### src/ccu_defines.svh
// Purpose: Shared offsets, field positions, reset values and counts for the compare unit.
// Assumes: Included by bare name from every file that needs a constant.
// Notes: Register addresses are word indexes on a small byte-wide register port.
`ifndef CCU_DEFINES_SVH
`define CCU_DEFINES_SVH

`define CCU_ADDR_W 3
`define CCU_ADDR_CTRL 3'h0
`define CCU_ADDR_VAL_LO 3'h1
`define CCU_ADDR_VAL_HI 3'h2
`define CCU_ADDR_FLAGS 3'h3
`define CCU_ADDR_ALT 3'h4
`define CCU_ADDR_TMR_LO 3'h5
`define CCU_ADDR_TMR_HI 3'h6

`define CCU_CTRL_RST 8'h00
`define CCU_CTRL_MASK 8'h3f
`define CCU_MODE_HI 3
`define CCU_MODE_LO 0
`define CCU_FLAG_BIT 0
`define CCU_IEN_BIT 1
`define CCU_ALT_SEL_BIT 0

`define CCU_PS_W 4
`define CCU_PS_RST 4'h0
`define CCU_PS_FOURTH 2'h3
`define CCU_PS_SIXTEENTH 4'hf

`define CCU_TMR_RST 16'h0000
`define CCU_TMR_MAX 16'hffff
`define CCU_TMR_ONE 16'h0001
`define CCU_INSTR_DIV 2'h3

`endif

### src/ccu_pkg.sv
// Purpose: Types shared by both ends of the compare unit link.
// Assumes: Mode codes are those of the unit mode field.
// Notes: Codes not listed are reserved and behave as unit off.
package ccu_pkg;

	typedef enum logic [3:0] {
		CCU_OFF = 4'h0,
		CCU_CMP_TOGGLE = 4'h2,
		CCU_CAP_FALL = 4'h4,
		CCU_CAP_RISE = 4'h5,
		CCU_CAP_RISE4 = 4'h6,
		CCU_CAP_RISE16 = 4'h7,
		CCU_CMP_SET = 4'h8,
		CCU_CMP_CLEAR = 4'h9,
		CCU_CMP_SWINT = 4'ha,
		CCU_CMP_SPECIAL = 4'hb
	} ccu_mode_t;

endpackage

### src/ccu_link_if.sv
// Purpose: Link between the timer and software side and one compare unit.
// Assumes: Both ends run on the same clock.
// Notes: The device end answers register reads one cycle after the address.
`timescale 1ns/1ns
`include "ccu_defines.svh"

interface ccu_link_if;
	logic reg_wr;
	logic [`CCU_ADDR_W-1:0] reg_addr;
	logic [7:0] reg_wdata;
	logic [7:0] reg_rdata;
	logic [15:0] timer_count;
	logic timer_tick;
	logic timer_clear_req;

	modport dev (
		input reg_wr,
		input reg_addr,
		input reg_wdata,
		output reg_rdata,
		input timer_count,
		input timer_tick,
		output timer_clear_req
	);

	modport host (
		output reg_wr,
		output reg_addr,
		output reg_wdata,
		input reg_rdata,
		output timer_count,
		output timer_tick,
		input timer_clear_req
	);
endinterface

### src/ccu_unit.sv
// Purpose: One capture/compare unit: control, value and flag registers, capture and compare.
// Assumes: Timer count and timer tick come from the host end on the same clock.
// Notes: Pin inputs pass two flip-flops; pin outputs and enables come from flip-flops.
`timescale 1ns/1ns
`include "ccu_defines.svh"

// Function
// - Prescaler cleared when off or not capturing.
// - Any reset clears the prescaler counter.
// - Changing capture prescale keeps counter; false flag possible.
// - Software zeroes control before new prescale.
// - Instruction-clocked timer halts in sleep, then resumes.
// - External-clocked timer keeps capture working in sleep.
// - Compare value checked continuously against timer.
// - Match performs toggle, set, clear, trigger, flag.
// - Every compare mode sets flag on match.
// - Special event trigger clears the whole timer.
// - Trigger timer clear never sets overflow flag.
// - Unit two trigger also starts a conversion.
// - Writing zero to control forces output low.
// - Software makes pin an output for compare.
// - Software runs timer synchronized, not asynchronous.
// - Timer never clocked straight from system oscillator.
// - Mode 1010 flags only, pin left alone.
// - Unit two pin select picks package pin.
// - Capture on fall, rise, 4th, 16th rise.
// - Capture sets flag; newer capture overwrites value.
// - Trigger fires at once; clear at tick.
module ccu_unit
	import ccu_pkg::*;
#(
	parameter int UNIT_ID = 1
) (
	input wire logic CLK_I,
	input wire logic RESET_N_I,
	ccu_link_if.dev LINK,
	input wire logic PIN_A_I,
	input wire logic PIN_B_I,
	input wire logic DIR_OUT_I,
	output logic PIN_A_O,
	output logic PIN_A_OE_O,
	output logic PIN_B_O,
	output logic PIN_B_OE_O,
	output logic IRQ_FLAG_O,
	output logic IRQ_O,
	output logic ADC_START_O
);

	if (UNIT_ID < 1 || UNIT_ID > 2) begin : g_bad_unit
		$error("ccu_unit: UNIT_ID must be 1 or 2");
	end

	localparam logic IS_UNIT_TWO = (UNIT_ID == 2);

	function automatic logic is_capture(input logic [3:0] m);
		is_capture = (m == CCU_CAP_FALL) || (m == CCU_CAP_RISE) ||
			(m == CCU_CAP_RISE4) || (m == CCU_CAP_RISE16);
	endfunction

	function automatic logic is_compare(input logic [3:0] m);
		is_compare = (m == CCU_CMP_TOGGLE) || (m == CCU_CMP_SET) || (m == CCU_CMP_CLEAR) ||
			(m == CCU_CMP_SWINT) || (m == CCU_CMP_SPECIAL);
	endfunction

	function automatic logic drives_pin(input logic [3:0] m);
		drives_pin = (m == CCU_CMP_TOGGLE) || (m == CCU_CMP_SET) || (m == CCU_CMP_CLEAR);
	endfunction

	logic [7:0] ctrl_q;
	logic [15:0] value_q;
	logic flag_q;
	logic ien_q;
	logic alt_sel_q;
	logic [`CCU_PS_W-1:0] ps_cnt_q;
	logic [1:0] pin_a_sync_q;
	logic [1:0] pin_b_sync_q;
	logic cap_prev_q;
	logic match_q;
	logic out_latch_q;
	logic clear_pend_q;
	logic [7:0] rdata_q;

	logic [3:0] mode;
	logic cap_now;
	logic cap_rise;
	logic cap_fall;
	logic cap_event;
	logic match;
	logic cmp_hit;
	logic wr_ctrl;
	logic wr_val_lo;
	logic wr_val_hi;
	logic wr_flags;
	logic wr_alt;
	logic use_b;

	assign mode = ctrl_q[`CCU_MODE_HI:`CCU_MODE_LO];
	assign wr_ctrl = LINK.reg_wr && (LINK.reg_addr == `CCU_ADDR_CTRL);
	assign wr_val_lo = LINK.reg_wr && (LINK.reg_addr == `CCU_ADDR_VAL_LO);
	assign wr_val_hi = LINK.reg_wr && (LINK.reg_addr == `CCU_ADDR_VAL_HI);
	assign wr_flags = LINK.reg_wr && (LINK.reg_addr == `CCU_ADDR_FLAGS);
	assign wr_alt = LINK.reg_wr && (LINK.reg_addr == `CCU_ADDR_ALT);
	assign use_b = IS_UNIT_TWO && alt_sel_q;

	// Only the second flip-flop of each synchroniser feeds the edge logic.
	always_ff @(posedge CLK_I or negedge RESET_N_I) begin
		if (!RESET_N_I) begin
			pin_a_sync_q <= 2'h0;
			pin_b_sync_q <= 2'h0;
		end else begin
			pin_a_sync_q <= {pin_a_sync_q[0], PIN_A_I};
			pin_b_sync_q <= {pin_b_sync_q[0], PIN_B_I};
		end
	end

	assign cap_now = use_b ? pin_b_sync_q[1] : pin_a_sync_q[1];
	assign cap_rise = cap_now && !cap_prev_q;
	assign cap_fall = !cap_now && cap_prev_q;

	always_ff @(posedge CLK_I or negedge RESET_N_I) begin
		if (!RESET_N_I) begin
			cap_prev_q <= 1'b0;
		end else begin
			cap_prev_q <= cap_now;
		end
	end

	// A change between two capture modes leaves the count alone, so the new
	// divider may fire early; software avoids this by switching off first.
	always_ff @(posedge CLK_I or negedge RESET_N_I) begin
		if (!RESET_N_I) begin
			ps_cnt_q <= `CCU_PS_RST;
		end else if (!is_capture(mode)) begin
			ps_cnt_q <= `CCU_PS_RST;
		end else if (cap_rise) begin
			ps_cnt_q <= ps_cnt_q + `CCU_PS_W'(1);
		end
	end

	always_comb begin
		unique case (mode)
			CCU_CAP_FALL: cap_event = cap_fall;
			CCU_CAP_RISE: cap_event = cap_rise;
			CCU_CAP_RISE4: cap_event = cap_rise && (ps_cnt_q[1:0] == `CCU_PS_FOURTH);
			CCU_CAP_RISE16: cap_event = cap_rise && (ps_cnt_q == `CCU_PS_SIXTEENTH);
			default: cap_event = 1'b0;
		endcase
	end

	assign match = is_compare(mode) && (LINK.timer_count == value_q);
	assign cmp_hit = match && !match_q;

	always_ff @(posedge CLK_I or negedge RESET_N_I) begin
		if (!RESET_N_I) begin
			match_q <= 1'b0;
		end else begin
			match_q <= match;
		end
	end

	always_ff @(posedge CLK_I or negedge RESET_N_I) begin
		if (!RESET_N_I) begin
			ctrl_q <= `CCU_CTRL_RST;
		end else if (wr_ctrl) begin
			ctrl_q <= LINK.reg_wdata & `CCU_CTRL_MASK;
		end
	end

	// The timer is sampled on the event cycle; a later capture simply
	// replaces an unread one, and capture beats a software write.
	always_ff @(posedge CLK_I or negedge RESET_N_I) begin
		if (!RESET_N_I) begin
			value_q <= `CCU_TMR_RST;
		end else if (cap_event) begin
			value_q <= LINK.timer_count;
		end else if (wr_val_lo) begin
			value_q[7:0] <= LINK.reg_wdata;
		end else if (wr_val_hi) begin
			value_q[15:8] <= LINK.reg_wdata;
		end
	end

	// A hardware set in the same cycle as a software clear wins.
	always_ff @(posedge CLK_I or negedge RESET_N_I) begin
		if (!RESET_N_I) begin
			flag_q <= 1'b0;
			ien_q <= 1'b0;
		end else begin
			if (cap_event || cmp_hit) begin
				flag_q <= 1'b1;
			end else if (wr_flags) begin
				flag_q <= LINK.reg_wdata[`CCU_FLAG_BIT];
			end
			if (wr_flags) begin
				ien_q <= LINK.reg_wdata[`CCU_IEN_BIT];
			end
		end
	end

	always_ff @(posedge CLK_I or negedge RESET_N_I) begin
		if (!RESET_N_I) begin
			alt_sel_q <= 1'b0;
		end else if (wr_alt) begin
			alt_sel_q <= LINK.reg_wdata[`CCU_ALT_SEL_BIT];
		end
	end

	always_ff @(posedge CLK_I or negedge RESET_N_I) begin
		if (!RESET_N_I) begin
			out_latch_q <= 1'b0;
		end else if (wr_ctrl && (LINK.reg_wdata == `CCU_CTRL_RST)) begin
			out_latch_q <= 1'b0;
		end else if (cmp_hit) begin
			unique case (mode)
				CCU_CMP_TOGGLE: out_latch_q <= !out_latch_q;
				CCU_CMP_SET: out_latch_q <= 1'b1;
				CCU_CMP_CLEAR: out_latch_q <= 1'b0;
				default: out_latch_q <= out_latch_q;
			endcase
		end
	end

	// The clear waits for the next timer tick, and is dropped if the match
	// goes away before then, so a moved period value cancels it.
	always_ff @(posedge CLK_I or negedge RESET_N_I) begin
		if (!RESET_N_I) begin
			clear_pend_q <= 1'b0;
		end else if (cmp_hit && (mode == CCU_CMP_SPECIAL)) begin
			clear_pend_q <= 1'b1;
		end else if (LINK.timer_tick || !match) begin
			clear_pend_q <= 1'b0;
		end
	end

	assign LINK.timer_clear_req = clear_pend_q;

	always_ff @(posedge CLK_I or negedge RESET_N_I) begin
		if (!RESET_N_I) begin
			ADC_START_O <= 1'b0;
		end else begin
			ADC_START_O <= IS_UNIT_TWO && cmp_hit && (mode == CCU_CMP_SPECIAL);
		end
	end

	// Pin drive only in the three pin modes; software interrupt and special
	// event modes leave the pin to the port.
	always_ff @(posedge CLK_I or negedge RESET_N_I) begin
		if (!RESET_N_I) begin
			PIN_A_O <= 1'b0;
			PIN_A_OE_O <= 1'b0;
			PIN_B_O <= 1'b0;
			PIN_B_OE_O <= 1'b0;
		end else begin
			PIN_A_O <= out_latch_q && !use_b;
			PIN_A_OE_O <= drives_pin(mode) && DIR_OUT_I && !use_b;
			PIN_B_O <= out_latch_q && use_b;
			PIN_B_OE_O <= drives_pin(mode) && DIR_OUT_I && use_b;
		end
	end

	always_ff @(posedge CLK_I or negedge RESET_N_I) begin
		if (!RESET_N_I) begin
			IRQ_FLAG_O <= 1'b0;
			IRQ_O <= 1'b0;
		end else begin
			IRQ_FLAG_O <= flag_q;
			IRQ_O <= flag_q && ien_q;
		end
	end

	always_ff @(posedge CLK_I or negedge RESET_N_I) begin
		if (!RESET_N_I) begin
			rdata_q <= 8'h00;
		end else begin
			unique case (LINK.reg_addr)
				`CCU_ADDR_CTRL: rdata_q <= ctrl_q;
				`CCU_ADDR_VAL_LO: rdata_q <= value_q[7:0];
				`CCU_ADDR_VAL_HI: rdata_q <= value_q[15:8];
				`CCU_ADDR_FLAGS: rdata_q <= {6'h00, ien_q, flag_q};
				`CCU_ADDR_ALT: rdata_q <= {7'h00, alt_sel_q && IS_UNIT_TWO};
				default: rdata_q <= 8'h00;
			endcase
		end
	end

	assign LINK.reg_rdata = rdata_q;

endmodule

### src/flat_wrapper.sv
// flat-port wrapper written by rule: the top's interface ports become plain ports
module ccu_unit_flat import ccu_pkg::*;
#(
	parameter int UNIT_ID = 1
)
  (CLK_I, RESET_N_I, PIN_A_I, PIN_B_I, DIR_OUT_I, PIN_A_O, PIN_A_OE_O, PIN_B_O, PIN_B_OE_O, IRQ_FLAG_O, IRQ_O, ADC_START_O, LINK_reg_wr, LINK_reg_addr, LINK_reg_wdata, LINK_reg_rdata, LINK_timer_count, LINK_timer_tick, LINK_timer_clear_req);
  ccu_link_if LINK_i ();
  input wire logic CLK_I;
  input wire logic RESET_N_I;
  input wire logic PIN_A_I;
  input wire logic PIN_B_I;
  input wire logic DIR_OUT_I;
  output logic PIN_A_O;
  output logic PIN_A_OE_O;
  output logic PIN_B_O;
  output logic PIN_B_OE_O;
  output logic IRQ_FLAG_O;
  output logic IRQ_O;
  output logic ADC_START_O;
  input wire logic [$bits(LINK_i.reg_wr)-1:0] LINK_reg_wr;
  input wire logic [$bits(LINK_i.reg_addr)-1:0] LINK_reg_addr;
  input wire logic [$bits(LINK_i.reg_wdata)-1:0] LINK_reg_wdata;
  output wire logic [$bits(LINK_i.reg_rdata)-1:0] LINK_reg_rdata;
  input wire logic [$bits(LINK_i.timer_count)-1:0] LINK_timer_count;
  input wire logic [$bits(LINK_i.timer_tick)-1:0] LINK_timer_tick;
  output wire logic [$bits(LINK_i.timer_clear_req)-1:0] LINK_timer_clear_req;
  assign LINK_i.reg_wr = LINK_reg_wr;
  assign LINK_i.reg_addr = LINK_reg_addr;
  assign LINK_i.reg_wdata = LINK_reg_wdata;
  assign LINK_reg_rdata = LINK_i.reg_rdata;
  assign LINK_i.timer_count = LINK_timer_count;
  assign LINK_i.timer_tick = LINK_timer_tick;
  assign LINK_timer_clear_req = LINK_i.timer_clear_req;
  ccu_unit #(.UNIT_ID(UNIT_ID)) u_core (.CLK_I(CLK_I), .RESET_N_I(RESET_N_I), .LINK(LINK_i), .PIN_A_I(PIN_A_I), .PIN_B_I(PIN_B_I), .DIR_OUT_I(DIR_OUT_I), .PIN_A_O(PIN_A_O), .PIN_A_OE_O(PIN_A_OE_O), .PIN_B_O(PIN_B_O), .PIN_B_OE_O(PIN_B_OE_O), .IRQ_FLAG_O(IRQ_FLAG_O), .IRQ_O(IRQ_O), .ADC_START_O(ADC_START_O));
endmodule
### config.mk
export PLATFORM = sky130hd
export DESIGN_NAME = ccu_unit_flat
export DESIGN_NICKNAME = d
export VERILOG_FILES = /design/src/ccu_pkg.sv /design/src/ccu_link_if.sv /design/src/ccu_unit.sv /design/src/flat_wrapper.sv
export VERILOG_INCLUDE_DIRS = /design/src
export SDC_FILE = /design/constraint.sdc
export NUM_CORES = 1
export LEC_CHECK = 0
export BUFFER_PORTS_ARGS = -buffer_cell sky130_fd_sc_hd__buf_2
export CELL_PAD_IN_SITES_DETAIL_PLACEMENT = 0
export CELL_PAD_IN_SITES_GLOBAL_PLACEMENT = 1
export CORE_ASPECT_RATIO = 0.75
export CORE_MARGIN = 8
export CORE_UTILIZATION = 30
export CTS_CLUSTER_SIZE = 40
export DETAILED_ROUTE_END_ITERATION = 10
export PLACE_DENSITY_LB_ADDON = 0.15
export SYNTH_ARGS = -nofsm -noshare
export SYNTH_HDL_FRONTEND = slang
export SYNTH_SLANG_ARGS = --single-unit
### constraint.sdc
create_clock -name CLK_I -period 1.6 [get_ports CLK_I]
set_clock_uncertainty 0.2 [all_clocks]
set_input_delay 0.16 -clock CLK_I [delete_from_list [all_inputs] [get_ports CLK_I]]
set_output_delay 0.16 -clock CLK_I [all_outputs]
set_load 0.02 [all_outputs]
# After elaboration in Yosys (flattened, before gate mapping)
# Index checks and enable logic that the tools add are counted.
classes:
  bitwise: 0
  n_eq_ne: 17
  muxes: 15
  div_mod_pow: 0
  add_sub_neg: 1
  magnitude_cmp: 0
  reduce_logical: 38
  n_mul: 0
  shifts: 0
ops:
  columns: ["cell", "count"]
  rows:
  - ["8-bit case mux with 4 select lines", 1]
  - ["8-bit two-way mux", 3]
  - ["4-bit == test (second input constant)", 5]
  - ["16-bit == test", 1]
  - ["4-bit by 3-bit == test with 1-bit output (second input constant)", 4]
  - ["16-bit two-way mux", 1]
  - ["1-bit logical AND", 14]
  - ["2-bit nonzero test", 5]
  - ["1-bit logical OR", 9]
  - ["8-bit logical NOT", 1]
  - ["4-bit two-way mux", 2]
  - ["3-bit by 2-bit == test with 1-bit output (second input constant)", 2]
  - ["1-bit two-way mux", 6]
  - ["1-bit logical NOT", 5]
  - ["4-bit by 1-bit adder with 4-bit output (second input constant)", 1]
  - ["4-bit by 2-bit == test with 1-bit output (second input constant)", 1]
  - ["2-bit by 1-bit != test with 1-bit output (second input constant)", 2]
  - ["1-bit case mux with 4 select lines", 1]
  - ["2-bit AND reduction", 2]
  - ["4-bit nonzero test", 1]
  - ["3-bit by 1-bit == test with 1-bit output (second input constant)", 1]
  - ["3-bit logical NOT", 1]
  - ["1-bit case mux with 3 select lines", 1]
  - ["2-bit == test (second input constant)", 1]
word_totals:
  n_memories: 0
  in_bits: 34
  ff_bits: 46
  romBits: 0
  out_inout_bits: 16
  latch_bits: 0
  ramBits: 0

# Depth between registers and ports, before layout
logic_depth:
  depth_word: 10
  ltp_mapped: 7
  mapped_depth_nobuf: 6

# Least setup slack after synthesis
# Ideal clock, no wire load.
synth_path:
  kind: "register to register"
  start: "reg u_core.ps_cnt_q[0]"
  end: "reg u_core.value_q[12]"
  synth_period_minus_slack_ns: 1.736
  setup_slack_ns: -0.136
  required_ns: 1.277
  arrival_ns: 1.413
  path_stages_with_launch: 8
  n_path_buf: 1
  path_cell_list: "dfrtp_1 -> ha_1 -> nand3b_4 -> a21o_1 -> a211o_4 -> buf_6 -> nor2_1 -> a21oi_1"
synth_via:
  elab_chain_cells: 5
  word_cells_on_any_way: 9
  cone_classes: "eq/ne (3); mux (2); reduce/logical (4)"
synth_rtl:
  columns: ["item", "line_no", "rtl"]
  rows:
  - ["start, declared", "ccu_unit.sv:74", "logic [`CCU_PS_W-1:0] ps_cnt_q;"]
  - ["start signal, assigned", "ccu_unit.sv:132", "ps_cnt_q <= `CCU_PS_RST;"]
  - ["start signal, assigned", "ccu_unit.sv:134", "ps_cnt_q <= `CCU_PS_RST;"]
  - ["start signal, assigned", "ccu_unit.sv:136", "ps_cnt_q <= ps_cnt_q + `CCU_PS_W'(1);"]
  - ["4-bit == test (no line) or 2-bit == test (tied branches)", null, null]
  - ["1-bit logical AND (on tied branches)", "ccu_unit.sv:145, ccu_unit.sv:144", null]
  - ["1-bit case mux with 4 select lines *", "ccu_unit.sv:141", "unique case (mode)"]
  - ["2-bit by 1-bit != test with 1-bit output (no line) or 2-bit nonzero test (tied branches)", null, null]
  - ["2-bit AND reduction (no line)", null, null]
  - ["end signal, assigned", "ccu_unit.sv:173", "value_q <= `CCU_TMR_RST;"]
  - ["end signal, assigned", "ccu_unit.sv:175", "value_q <= LINK.timer_count;"]
  - ["end signal, assigned", "ccu_unit.sv:179", "value_q[15:8] <= LINK.reg_wdata;"]
  - ["end, declared", "ccu_unit.sv:70", "logic [15:0] value_q;"]
# Every way passes the cells marked *; elsewhere a longest branch is shown, timed or not.
# A chain may end at the register's enable or synchronous reset.

# Worst setup path in the final report
layout_path:
  start: "reg u_core.value_q[13]"
  end: "reg u_core.out_latch_q"
layout_via:
  elab_chain_cells: 5
layout_rtl:
  columns: ["item", "line_no", "rtl"]
  rows:
  - ["16-bit == test", "ccu_unit.sv:150", "assign match = is_compare(mode) && (LINK.timer_count == value_q);"]
  - ["1-bit logical AND", "ccu_unit.sv:150", null]
  - ["1-bit logical AND", "ccu_unit.sv:151", "assign cmp_hit = match && !match_q;"]
  - ["2-bit nonzero test (no line)", null, null]
  - ["2-bit AND reduction (no line)", null, null]
  - ["end signal, assigned", "ccu_unit.sv:215", "CCU_CMP_TOGGLE: out_latch_q <= !out_latch_q;"]
  - ["end signal, assigned", "ccu_unit.sv:218", "default: out_latch_q <= out_latch_q;"]
  - ["end, declared", "ccu_unit.sv:79", "logic out_latch_q;"]
# Every way passes these cells.

==> results.yml <==
outcome:
  status: "finished, violations left"
  violations: "negative setup slack"
critical_path:
  r2r.worst_path.cells: 6
  start_kind: "flip-flop"
  crit-reg2reg-launch: "u_core.value_q[13]$_DFFE_PN0P_"
  r2r_slack_ns: -0.19
  crit_type: "reg2reg"
  cp_max_fo: 2
  required_ns: 1.63
  critPathArrivalTime_ns: 1.83
  crit_path_end_kind: "flip-flop"
  r2r_end: "u_core.out_latch_q$_DFFE_PN0P_"
yosys:
  synth_area_leader_cell: "dfrtp_1"
  syn_area_um2: 2360
  synth_top_flop_cell: "dfrtp_1"
  synth_edf_count: 0
  synth_seq_cells: 46
  syn_area_per_cell_um2: 11.4
  ys_seq_area_share_pct: 48.7
  syn_inst: 208
  yosysTopAreaCellShare_pct: 48.7
  ys_warn_count: 0
  async_flop_share_pct: 100
  synthTopCellsByArea: "dfrtp_1 49%, mux2i_1 11%, xor2_1 6.3%"
  synth_cell_types: 39
final_layout:
  syn2layout_area_growth_pct: 51.5
  diodes: 0
  final_area_um2: 3580
  multi_input_area_um2: 1330
  fin_util_pct: 46.0
  seq_area_um2: 1150
  layout-drive-gt1-share_pct: 47.2
  fillers: 751
  fin_nets: 359
floorplanning:
  die_x_um: 118
  dieArea_um2: 11000
  rows: 28
  core-area_um2: 7780
  start_util_pct: 30.4
  die_h_um: 92.9
  top_level_ports: 50
place:
  place.port_buffers: 45
  gp_congestion: 0.745
  hpwl_um: 4610
  dpl_cell_area_um2: 3000
sta:
  setup_violations: 20
  period_needed_ns: 1.79
  fmax_mhz: 558
  timing.final.crit_share_pct: 112
  final_max_slew_viol_count: 0
  fin_ws_ns: -0.193
  rsz0062_at_grt: "true"
  hold_viol: 0
drt:
  via_per_inst: 4.61
  initialDrtViolationCount: 36
  drc: 0
  wl_per_cell_um: 16.2
  ant_nets: 0
  firstDrtPassIters: 4
  vias: 1976
  wirelength_um: 6960
job:
  max-cap-violations: 0
clock_network:
  insertion_delay_ns: 0.30
  clk_path_buf_depth: 2
  cts_root_buffer: "clkbuf_8"
  cts_tree: "built"
  clock-sinks: 46
  cts_max_level: 2
  clk_pin_slew_worst_paths_ns: 0.09
  cts_buffers: 5
global_routing:
  grt_pass1_vias: 2240
  grt_max_degree: 47
  antenna_found_initial: 0
  globalRouteOverflowTotal: 0
  grt_usage_pct: 13.4
  grt_pass1_wl_um: 11600
min_path:
  hold_start: "LINK_timer_count[4]"
  hold_depth: 4
  hp-class: "in2reg"
  holdPathEnd: "u_core.value_q[4]$_DFFE_PN0P_"
power_and_ir_drop:
  leakage_nw: 1.58
  ir_worst_vdd_mv: 0.437
  p_per_area_nw_per_um2: 1220
-- report_power, final --
| part | total [W] | internal, W | switching, W |
|---|---|---|---|
| Sequential | 0.00167 | 0.00147 | 0.000200 |
| Clock | 0.000902 | 0.000500 | 0.000402 |
| Combinational | 0.00179 | 0.000950 | 0.000845 |
-- cell type report --
class | instances | share of cell area, %
Tap cell | 105 | 3.67
Clock buffer | 6 | 2.31
Multi-Input combinational cell | 152 | 37.1
Clock inverter | 1 | 0.839
Inverter | 3 | 0.315
Timing Repair Buffer | 116 | 23.6
Sequential cell | 46 | 32.2
-- sequential cells by signal, indices dropped and copies added, names as in the netlist --
| register | cells |
|---|---|
| u_core.LINK.timer_clear_req | 1 |
| u_core.ien_q | 1 |
| u_core.IRQ_O | 1 |
| u_core.cap_prev_q | 1 |
| u_core.PIN_A_O | 1 |
| u_core.match_q | 1 |
| u_core.IRQ_FLAG_O | 1 |
| u_core.pin_a_sync_q | 2 |
| u_core.flag_q | 1 |
| u_core.LINK.reg_rdata | 8 |
| u_core.value_q | 16 |
| u_core.ctrl_q | 6 |
| u_core.PIN_A_OE_O | 1 |
| u_core.out_latch_q | 1 |
| u_core.ps_cnt_q | 4 |
-- cells in the mapped netlist, types with 2 or more instances --
cell type / n
buf_6: 3
inv_1: 3
o211ai_1: 2
nor4_2: 4
buf_4: 3
nand2_1: 4
nor2_1: 31
mux2_2: 6
buf_2: 3
a21oi_1: 19
nand3_1: 2
clkbuf_2: 2
xnor2_1: 2
nor2_2: 2
nor4bb_1: 2
nand4b_1: 2
xor2_1: 17
mux4_2: 2
a22oi_1: 2
nor4_1: 3
mux2i_1: 25
nor2b_1: 4
a21oi_2: 2
dfrtp_1: 46
nor3b_1: 3
-- cell families (layout without fill, tap and decap cells) --
kind of cell,Yosys count,in the layout,synth area share (%)
adder cells (fa/ha/maj),1,1,0.529
buffers and inverters,15,126,4.08
other,1,3,0.159
flip-flops,46,46,48.7
AND/OR/NAND/NOR,64,64,16.5
AO/OA/AOI/OAI,29,32,7.62
XOR/XNOR,19,19,7.04
multiplexers,33,33,15.4
-- placed cells by master, fill, tap and decap left out, types with 3 or more instances in the layout --
cell,synthesis,layout
nand2_1,4,4
a21oi_1,19,5
a211o_4,1,4
mux2_2,6,6
nor2b_1,4,4
nor2_4,0,4
xor2_1,17,17
conb_1,1,3
a21oi_2,2,15
dfrtp_1,46,46
mux2i_1,25,25
nor4_2,4,5
nor2_2,2,8
clkbuf_8,0,6
nor2_1,31,21
buf_4,3,43
buf_2,3,45
inv_1,3,3
dlygate4sd3_1,0,24
-- per-stage QoR --
stage	hold WS, ns	setup slack (ns)	total power, W	TNS [ns]	cells
floorplan	-0.336	-0.120	0.00249	-1.81	210
global placement	-0.0298	-0.225	0.00318	-3.75	392
detailed placement	-0.0306	-0.254	0.00319	-4.08	392
CTS	0.0116	-0.251	0.00436	-3.47	429
global route	0.0299	-0.362	0.00465	-4.80	429
finish	0.0171	-0.193	0.00437	-3.06	429
-- metal layers --
layer | vias up | wire (µm) | track usage [%]
met5 | - | 0 | 0
met2 | 47 | 3090 | 21.2
met1 | 966 | 3510 | 17.8
met3 | 10 | 258 | 3.10
met4 | 0 | 106 | 4.41
li1 | 953 | - | -
-- what timing repair did --
item,4_1_cts,5_1_grt
setup endpoints to repair,20,20
setup buffers,3,0
pin swaps,5,4
hold buffers,24,0
resized for setup,26,15
endpoints found under the hold margin,70,0
gates cloned,3,0
-- critical path, stage by stage, from the launching register on --
cell	delay, ns
dfrtp_1	0.40
xor2_1	0.16
nor4_2	0.26
buf_4	0.15
o211ai_1	0.10
nor4_2	0.25
mux2i_1	0.20
-- worst max path at each step --
stage	depth (start not counted)	to	slack, ns	start
after floorplan	7	u_core.value_q[12]$_DFFE_PN0P_	-0.12	u_core.ps_cnt_q[0]$_DFFE_PN0P_
after global placement	6	u_core.value_q[3]$_DFFE_PN0P_	-0.22	u_core.ps_cnt_q[0]$_DFFE_PN0P_
after detailed placement	6	u_core.out_latch_q$_DFFE_PN0P_	-0.25	u_core.value_q[13]$_DFFE_PN0P_
after CTS	6	u_core.out_latch_q$_DFFE_PN0P_	-0.25	u_core.value_q[13]$_DFFE_PN0P_
after global routing	6	u_core.out_latch_q$_DFFE_PN0P_	-0.36	u_core.value_q[13]$_DFFE_PN0P_
final	6	u_core.out_latch_q$_DFFE_PN0P_	-0.19	u_core.value_q[13]$_DFFE_PN0P_
No activity file was read; power rests on OpenSTA's default activity.
